**config.mk**
```make
export PLATFORM = sky130hd
export DESIGN_NAME = tko_top
export DESIGN_NICKNAME = d
export VERILOG_FILES = /design/src/design/tko_pkg.sv /design/src/design/tko_debounce_if.sv /design/src/design/tko_debounce.sv /design/src/design/tko_top.sv
export SDC_FILE = /design/constraint.sdc
export NUM_CORES = 1
export LEC_CHECK = 0
export BUFFER_PORTS_ARGS = -buffer_cell sky130_fd_sc_hd__buf_4
export CORE_UTILIZATION = 65
export CTS_CLUSTER_DIAMETER = 40
export CTS_CLUSTER_SIZE = 28
export DETAILED_ROUTE_END_ITERATION = 10
export PLACE_DENSITY_LB_ADDON = 0.1
export SYNTH_ARGS = -nofsm -noshare
export SYNTH_HDL_FRONTEND = slang
export SYNTH_SLANG_ARGS = --single-unit
```
**constraint.sdc**
```tcl
create_clock -name clk_sys -period 8 [get_ports clk_sys]
set_clock_uncertainty 0.2 [all_clocks]
set_input_delay 0.4 -clock clk_sys [delete_from_list [all_inputs] [get_ports clk_sys]]
set_output_delay 0.4 -clock clk_sys [all_outputs]
set_load 0.01 [all_outputs]
```
**src/design/tko_pkg.sv**
```systemverilog
// Constants and types shared by the touch key output control block
package tko_pkg;
	localparam int unsigned TKO_CLK_HZ = 25000000;
	localparam int unsigned TKO_CLK_PERIOD_NS = 40;
	// Longest continuous press before forced return to power-on state
	localparam int unsigned TKO_MAX_PRESS_S = 75;
	localparam longint unsigned TKO_MAX_PRESS_CYC = longint'(TKO_MAX_PRESS_S) * TKO_CLK_HZ;
	// Response and release delays; values are plain defaults
	localparam int unsigned TKO_RESP_DELAY_US = 60000;
	localparam int unsigned TKO_REL_DELAY_US = 60000;
	localparam int unsigned TKO_RESP_DELAY_CYC = (TKO_RESP_DELAY_US * 1000) / TKO_CLK_PERIOD_NS;
	localparam int unsigned TKO_REL_DELAY_CYC = (TKO_REL_DELAY_US * 1000) / TKO_CLK_PERIOD_NS;
	localparam logic TKO_MODE_SYNC = 1'h0;
	localparam logic TKO_MODE_HOLD = 1'h1;
	localparam logic TKO_POL_HIGH = 1'h0;
	localparam logic TKO_POL_LOW = 1'h1;
	localparam logic TKO_RST_OUT_ACTIVE = 1'h0;
	localparam logic TKO_RST_LATCH = 1'h0;
	typedef enum logic [1:0] {
		TKO_IDLE = 2'h0,
		TKO_PRESSED = 2'h1,
		TKO_LOCKOUT = 2'h3
	} tko_state_t;
endpackage

```
**src/design/tko_debounce_if.sv**
```systemverilog
// Interface between debouncer and output control
`timescale 1ns/10ps
`default_nettype none
interface tko_debounce_if;
	logic level;
	logic rise;
	logic fall;
	modport src (output level, output rise, output fall);
	modport dst (input level, input rise, input fall);
endinterface
`default_nettype wire

```
**src/design/tko_debounce.sv**
```systemverilog
// Touch input debouncer with separate assert and release counts
`timescale 1ns/10ps
`default_nettype none
module tko_debounce
	import tko_pkg::*;
#(
	parameter int unsigned RESP_CYC = TKO_RESP_DELAY_CYC,
	parameter int unsigned REL_CYC = TKO_REL_DELAY_CYC
) (
	input wire logic clk_sys,
	input wire logic rst,
	input wire logic raw,
	tko_debounce_if.src dbo
);
	localparam int unsigned CW = $clog2((RESP_CYC > REL_CYC ? RESP_CYC : REL_CYC) + 1);
	initial begin
		if (RESP_CYC < 1 || REL_CYC < 1) begin
			$error("Debounce counts must be at least one");
		end
	end
	logic level;
	logic next_level;
	logic [CW-1:0] cnt;
	logic [CW-1:0] next_cnt;
	logic rise;
	logic next_rise;
	logic fall;
	logic next_fall;
	// Persistence filter
	always_comb begin
		next_level = level;
		next_cnt = '0;
		next_rise = 1'h0;
		next_fall = 1'h0;
		if (raw != level) begin
			next_cnt = cnt + CW'(1);
			if (!level && next_cnt >= CW'(RESP_CYC)) begin
				next_level = 1'h1;
				next_rise = 1'h1;
				next_cnt = '0;
			end else if (level && next_cnt >= CW'(REL_CYC)) begin
				next_level = 1'h0;
				next_fall = 1'h1;
				next_cnt = '0;
			end
		end
	end
	always_ff @(posedge clk_sys or posedge rst) begin
		if (rst) begin
			level <= 1'h0;
			cnt <= '0;
			rise <= 1'h0;
			fall <= 1'h0;
		end else begin
			level <= next_level;
			cnt <= next_cnt;
			rise <= next_rise;
			fall <= next_fall;
		end
	end
	assign dbo.level = level;
	assign dbo.rise = rise;
	assign dbo.fall = fall;
endmodule
`default_nettype wire

```
**src/design/tko_top.sv**
```systemverilog
// Touch key output control: modes, polarity, press timeout
`timescale 1ns/10ps
`default_nettype none
// Contract
// Sync mode: output active while touched
// Sync mode: inactive when touch ends
// Hold mode: touch latches output active
// Hold mode: next touch clears output
// Polarity strap high inverts output level
// Floating mode strap reads sync mode
// Floating polarity strap reads active high
// 75 s press forces power-on state
// After timeout, wait for fresh touch
// Debounce touch input against noise
// Board ties default straps to fixed level
// Response and release delays are counts
// Reset clears latch, timer, output inactive; code drives key_out low in reset for either polarity
module tko_top
	import tko_pkg::*;
#(
	parameter longint unsigned MAX_PRESS_CYC = TKO_MAX_PRESS_CYC,
	parameter int unsigned RESP_CYC = TKO_RESP_DELAY_CYC,
	parameter int unsigned REL_CYC = TKO_REL_DELAY_CYC
) (
	input wire logic clk_sys,
	input wire logic rst,
	input wire logic touch_pad_input,
	input wire logic hold_mode_select,
	input wire logic output_polarity_select,
	output logic key_out
);
	localparam int unsigned TW = $clog2(MAX_PRESS_CYC + 1);
	initial begin
		if (MAX_PRESS_CYC < 2) begin
			$error("Press timeout too short");
		end
	end
	// Two-stage synchronisers on all three pins
	logic [2:0] sync1;
	logic [2:0] sync2;
	always_ff @(posedge clk_sys or posedge rst) begin
		if (rst) begin
			sync1 <= 3'h0;
			sync2 <= 3'h0;
		end else begin
			sync1 <= {output_polarity_select, hold_mode_select, touch_pad_input};
			sync2 <= sync1;
		end
	end
	// Pull-down modeled as reset value low
	logic mode;
	logic pol;
	assign mode = sync2[1];
	assign pol = sync2[2];
	tko_debounce_if dbi ();
	tko_debounce #(
		.RESP_CYC(RESP_CYC),
		.REL_CYC(REL_CYC)
	) u_deb (
		.clk_sys(clk_sys),
		.rst(rst),
		.raw(sync2[0]),
		.dbo(dbi.src)
	);
	tko_state_t state;
	tko_state_t next_state;
	logic latch;
	logic next_latch;
	logic [TW-1:0] timer;
	logic [TW-1:0] next_timer;
	logic active;
	logic next_key_out;
	always_comb begin
		next_state = state;
		next_latch = latch;
		next_timer = '0;
		unique case (state)
			TKO_IDLE: begin
				if (dbi.rise) begin
					next_state = TKO_PRESSED;
					// Toggle on each recognised touch
					next_latch = ~latch;
				end
			end
			TKO_PRESSED: begin
				next_timer = timer + TW'(1);
				if (dbi.fall || !dbi.level) begin
					next_state = TKO_IDLE;
				end else if (next_timer >= TW'(MAX_PRESS_CYC)) begin
					// Timeout restores power-on state
					next_state = TKO_LOCKOUT;
					next_latch = TKO_RST_LATCH;
					next_timer = '0;
				end
			end
			TKO_LOCKOUT: begin
				// Ignore stuck touch until released
				if (!dbi.level) begin
					next_state = TKO_IDLE;
				end
			end
			default: begin
				next_state = TKO_IDLE;
				next_latch = TKO_RST_LATCH;
			end
		endcase
	end
	always_comb begin
		if (mode == TKO_MODE_HOLD) begin
			active = next_latch;
		end else begin
			// Output follows debounced touch
			active = (next_state == TKO_PRESSED);
		end
		// Polarity applied at the output flop
		next_key_out = active ^ (pol == TKO_POL_LOW);
	end
	// Reset clears latch, timer and output
	always_ff @(posedge clk_sys or posedge rst) begin
		if (rst) begin
			state <= TKO_IDLE;
			latch <= TKO_RST_LATCH;
			timer <= '0;
			key_out <= TKO_RST_OUT_ACTIVE;
		end else begin
			state <= next_state;
			latch <= next_latch;
			timer <= next_timer;
			key_out <= next_key_out;
		end
	end
endmodule
`default_nettype wire

```
Word level (Yosys, flattened, before mapping)
Index checks and enable logic that the tools add are counted.
Widths: inputs -> output; s select.

word-level totals
  register bits = 65
  bits in latches = 0
  bits in writable memories = 0
  memory bits (read-only) = 0
  input port bits = 5
  output and inout port bits = 1
  logic and storage cells = 50
  memories kept = 0

operators by class
  add/subtract/negate cells = 2
  multiply operators = 0
  div/mod/pow operators = 0
  $lt $le $gt $ge = 2
  eq/ne operators = 4
  shift-type cells = 0
  mux-type cells = 23
  bitwise logic cells = 2
  reduce and logical (&&, ||, !) cells = 7

operator list
  kind                   count
  $mux 31                3
  $mux 21                3
  $add 31x1->31 const B  1
  $ge 31x31->1 const B   1
  $add 21x1->21 const B  1
  $ge 21x21->1 const B   1
  $mux 1                 11
  $mux 2                 4
  $pmux 2 s3             1
  $eq 2x1->1 const B     2
  $pmux 1 s3             1
  $eq 2x2->1 const B     1
  $logic_and 1x1->1      2
  $logic_not 2->1        1
  $reduce_and 2->1       1
  $reduce_bool 2->1      1
  $logic_not 1->1        1
  $logic_or 1x1->1       1
  $ne 1x1->1             1
  $not 1->1              1
  $xor 1x1->1            1

Longest topological paths before layout
  depth after elaboration = 8
  depth in mapped cells = 11
  mapped depth without buffers = 9

Modules after synthesis
From an unflattened synthesis, not the netlist that was laid out.

unflattened totals
  cell total of the unflattened synthesis = 409
  area total of the unflattened synthesis = 3965.1 um^2

modules (own cells, without submodules)
  module        times used  cells each  area each (um^2)
  tko_top       1           245         2369.8
  tko_debounce  1           164         1595.3

Worst setup path after synthesis
OpenSTA, ideal clock, no wires.

  kind = flip-flop to flip-flop
  from = register timer[0]
  to = register timer[15]
  setup time = 119 ps
  arrival time = 2567 ps
  setup slack = 5113 ps
  stages on the path, launching flop included = 12
  period minus slack after synthesis = 2887 ps
  cells stage by stage = dfrtp_1 ha_1 buf_2 nand2_1 or3_4 nor4_1 nor3_1 a211oi_1 nor4b_4 o31ai_4 buf_6 nor2_2

on the way
  word-level cells in the longest chain between the ends = 5

ends and longest elaborated chain
  element                 RTL line        RTL
  from (decl)             tko_top.sv:69   logic [TW-1:0] timer;
  from (signal assigned)  tko_top.sv:128  timer <= next_timer;
  $add 31x1->31 (*)       tko_top.sv:86   next_timer = timer + TW'(1);
  $ge 31x31->1            tko_top.sv:89   end else if (next_timer >= TW'(MAX_PRESS_CYC)) begin
  $mux 31                 tko_top.sv:89
  $mux 31 (*)             tko_top.sv:87   if (dbi.fall || !dbi.level) begin
  $mux 31 (*)             tko_top.sv:77   unique case (state)
  net next_timer[15]      tko_top.sv:70   logic [TW-1:0] next_timer;

The timed path passes the listed nets; every way through them passes the cells marked *.
A chain may end at the register's enable or synchronous reset.

Final worst setup path
  from = register timer[0]
  to = register timer[30]

The elaborated chain is that of the path after synthesis.

==> impl_metrics.xml <==
<?xml version="1.0" encoding="UTF-8"?>
<metrics>
  <group name="logic_synthesis">
    <metric name="synth.distinct_cells" unit="">66</metric>
    <metric name="synth_seq_area_share" unit="%">41.8</metric>
    <metric name="synth_enable_flop_cells" unit="">0</metric>
    <metric name="synth_area_leaders" unit="">dfrtp_1, xor2_1, nor2_1</metric>
    <metric name="synth_top_family_by_area" unit="">simple AND/OR/NAND/NOR gates</metric>
    <metric name="synth.cell_area" unit="µm²">3890</metric>
    <metric name="ys_warn_count" unit="">0</metric>
    <metric name="synth.ff_latch_count" unit="">65</metric>
    <metric name="synth_adder_area_share" unit="%">0.966</metric>
    <metric name="asyncSetResetFlopFracSynth" unit="%">100</metric>
    <metric name="synthMuxAreaShare" unit="%">0.547</metric>
    <metric name="synth-xor-area-share" unit="%">11.3</metric>
    <metric name="synth.cells.most_frequent" unit="">dfrtp_1, nor2_1, nand2_1</metric>
    <metric name="synthesis.instances" unit="">417</metric>
    <metric name="synth_nets" unit="">425</metric>
    <metric name="synth_top_flop_cell" unit="">dfrtp_1</metric>
    <metric name="synth_top_cell_by_area" unit="">dfrtp_1</metric>
    <metric name="post_synthesis_simple_gate_area_fraction" unit="%">30.8</metric>
    <metric name="synth_top_cell_area_share" unit="%">41.8</metric>
    <metric name="syn_area_per_cell" unit="µm²">9.32</metric>
    <metric name="synthMostInstantiatedCell" unit="">dfrtp_1</metric>
    <metric name="synth-compound-area-share" unit="%">10.7</metric>
  </group>
  <group name="die">
    <metric name="placeableCoreArea" unit="µm²">5640</metric>
    <metric name="fp.dieH" unit="µm">79.3</metric>
    <metric name="die-width" unit="µm">79.3</metric>
    <metric name="design.die.area" unit="µm²">6290</metric>
    <metric name="initial_core_utilization" unit="%">68.9</metric>
    <metric name="floorplan.rows" unit="">27</metric>
    <metric name="io-pin-count" unit="">6</metric>
  </group>
  <group name="sta">
    <metric name="fin_crit" unit="ps">3820</metric>
    <metric name="achievable-frequency" unit="MHz">262</metric>
    <metric name="report.final.hold_viol_count" unit="">0</metric>
    <metric name="max_slew_margin" unit="%">45.2</metric>
    <metric name="final-setup-viol-count" unit="">0</metric>
    <metric name="min_period_over_period" unit="%">47.8</metric>
    <metric name="grt_setup_unrepaired" unit="">no</metric>
    <metric name="tightestPinTransition" unit="ps">823</metric>
    <metric name="finalSetupTns" unit="ps">0</metric>
    <metric name="finalMaxSlewViolations" unit="">0</metric>
  </group>
  <group name="setup_path">
    <metric name="cp_data_arrival_time" unit="ps">3850</metric>
    <metric name="element_type_at_the_critical_path_end" unit="">flop</metric>
    <metric name="cp.required" unit="ps">8030</metric>
    <metric name="worstSetupPathType" unit="">flop to flop</metric>
    <metric name="start_kind" unit="">flop</metric>
    <metric name="max_fo_critical_path" unit="">18</metric>
  </group>
  <group name="power">
    <metric name="switching_share" unit="%">24.6</metric>
    <metric name="total_leakage_power" unit="µW">0.00159</metric>
    <metric name="seq_power_share" unit="%">55.1</metric>
    <metric name="clock_power_share" unit="%">42.3</metric>
    <metric name="pwr-share-comb" unit="%">2.6</metric>
    <metric name="power.total" unit="µW">608</metric>
    <metric name="power.ir.vdd_worst" unit="mV">0.0979</metric>
    <metric name="internal_power" unit="µW">458</metric>
    <metric name="total_switching_power" unit="µW">150</metric>
    <metric name="power_per_unit_of_standard_cell_area" unit="nW/µm²">147</metric>
  </group>
  <group name="status">
    <metric name="run_status" unit="">finished clean</metric>
  </group>
  <group name="grt">
    <metric name="first_global_vias" unit="">2957</metric>
    <metric name="grt_util_all_layers" unit="%">28.3</metric>
    <metric name="grt_max_degree" unit="">66</metric>
    <metric name="grt_pass1_wl" unit="µm">13800</metric>
    <metric name="global_route.overflow_total" unit="">0</metric>
    <metric name="grt_antenna_before_repair" unit="">0</metric>
  </group>
  <group name="final_layout">
    <metric name="fin_nets" unit="">431</metric>
    <metric name="fill_cells" unit="">394</metric>
    <metric name="layout-drive-gt1-share" unit="%">14.7</metric>
    <metric name="area_growth_from_synthesis_to_layout" unit="%">6.24</metric>
    <metric name="finalNonFillerCells" unit="">500</metric>
    <metric name="seqCellArea" unit="µm²">1630</metric>
    <metric name="total_area_of_multi_input_combinational_cells" unit="µm²">2110</metric>
    <metric name="antenna-diode-count" unit="">0</metric>
  </group>
  <group name="min_path">
    <metric name="timing.hold.worst.class" unit="">primary input to async pin</metric>
  </group>
  <group name="clock_network">
    <metric name="cts_repair_resize_count" unit="">0</metric>
    <metric name="clk_root_buffer_cell" unit="">clkbuf_8</metric>
    <metric name="clkSinkCount" unit="">65</metric>
    <metric name="cts.clk_slew.worst_paths" unit="ps">80</metric>
    <metric name="cts_tree" unit="">built</metric>
    <metric name="clock_insertion_delay_worst_skew" unit="ps">350</metric>
    <metric name="cts_inserted_buffers" unit="">9</metric>
    <metric name="cts-root-to-sink-buffers" unit="">2</metric>
    <metric name="clock_tree.htree_level_count" unit="">3</metric>
  </group>
  <group name="routing">
    <metric name="postRouteAntennaNets" unit="">0</metric>
    <metric name="detail_route.iter0.violations" unit="">266</metric>
    <metric name="wl_final" unit="µm">7720</metric>
    <metric name="route.detailed.wl_per_inst" unit="µm">15.4</metric>
    <metric name="route.detailed.vias_per_inst" unit="">6.12</metric>
    <metric name="drt_pass_1_iters" unit="">4</metric>
    <metric name="detailroute.via_count" unit="">3060</metric>
    <metric name="drc" unit="">0</metric>
  </group>
  <group name="placement">
    <metric name="placed_cells_incl_taps" unit="">481</metric>
    <metric name="buffer_ports.inserted" unit="">5</metric>
    <metric name="hpwlAfterDp" unit="µm">5310</metric>
    <metric name="finalWeightedCongestion" unit="">0.837</metric>
  </group>
  <group name="job">
    <metric name="max_cap_violations" unit="">0</metric>
  </group>
</metrics>
repair_timing:
| action | in CTS | in global routing |
|---|---|---|
| hold buffers | 3 | 0 |
| endpoints found under the hold margin | 3 | 0 |
| buffers inserted | 0 | 0 |
flip-flops by register name, summed over array words and instances, names as in the netlist:
signal	flops
u_deb.dbo.rise	1
sync2	3
u_deb.cnt	21
key_out	1
latch	1
u_deb.dbo.level	1
timer	31
u_deb.dbo.fall	1
state	2
sync1	3
metrics by stage:
stage                     cell area (µm²)  utilization, %  hold slack (ps)  setup slack [ps]
after global placement               3920            69.5              132              4360
after floorplan                      3890               -              131              5110
after CTS                            4130            73.2              111              4160
after detailed placement             3920            69.5              140              4230
final                                4130            73.2             80.1              4180
after global routing                 4130            73.2              158              3820
final timing paths:
check                           startpoint             to  slack, ps  depth (start not counted)
max in group asynchronous              rst  u_deb.cnt[12]       7000                          3
worst max-delay path              timer[0]      timer[30]       4180                         10
worst max register to register    timer[0]      timer[30]       4180                         10
worst min register to register    sync1[2]       sync2[2]        160                          0
worst min-delay path                   rst  u_deb.cnt[20]         80                          3
min in group clk_sys              sync1[2]       sync2[2]        160                          0
power by group through the flow:
stage	clock network (µW)	logic, µW	registers (µW)
floorplan	0	11.2	340
global placement	0	14.9	341
detailed placement	0	15.3	341
CTS	262	16.3	335
global route	279	18.6	335
finish	257	15.7	335
worst max-delay path, cell delays in order, from the launching register on:
cell and delay, ps:
dfrtp_1 520, ha_1 380, nand2_1 180, or3_4 390, nor4_1 320, nor3_1 110
a211oi_1 320, nor4b_4 120, o31ai_4 670, buf_4 400, nor2_1 80
per-layer routing:
layer / GRT usage (%) / vias up / wire length [µm]
met1: 36.4 / 1479 / 3450
met2: 46.9 / 73 / 3810
met3: 4.48 / 16 / 298
li1: - / 1492 / -
met4: 12.7 / 0 / 168
met5: 0 / - / 0
final cells by class:
cell class                      instances  area share, %
Multi-Input combinational cell        326           51.1
Clock buffer                           10           3.33
Inverter                               11           1.00
Sequential cell                        65           39.4
Tap cell                               72           2.18
Timing Repair Buffer                   10           2.00
Clock inverter                          6           1.03
layout by cell type (no fill, tap or decap), drive strengths merged, types with 3 or more instances in the layout:
cell / instances
nand4: 17
nand3: 22
and4: 4
inv: 12
a21oi: 9
buf: 7
o22ai: 3
dlygate4sd3: 3
ha: 3
and2: 3
nand2b: 5
nor4: 14
dfrtp: 65
o21ai: 10
nand2: 38
clkbuf: 10
clkinv: 3
or3: 3
nor2: 72
xor2: 28
xnor2: 22
a31oi: 5
and3: 9
nor2b: 4
o31ai: 5
nor3: 14
kinds of logic (layout without fill, tap and decap cells):
family	Yosys count	after routing
AND/OR/NAND/NOR	214	214
flip-flops	65	65
AO/OA/AOI/OAI	57	57
XOR/XNOR	50	50
buffers and inverters	26	37
adder cells (fa/ha/maj)	3	3
multiplexers	2	2
(Power assumes the default switching activity.)
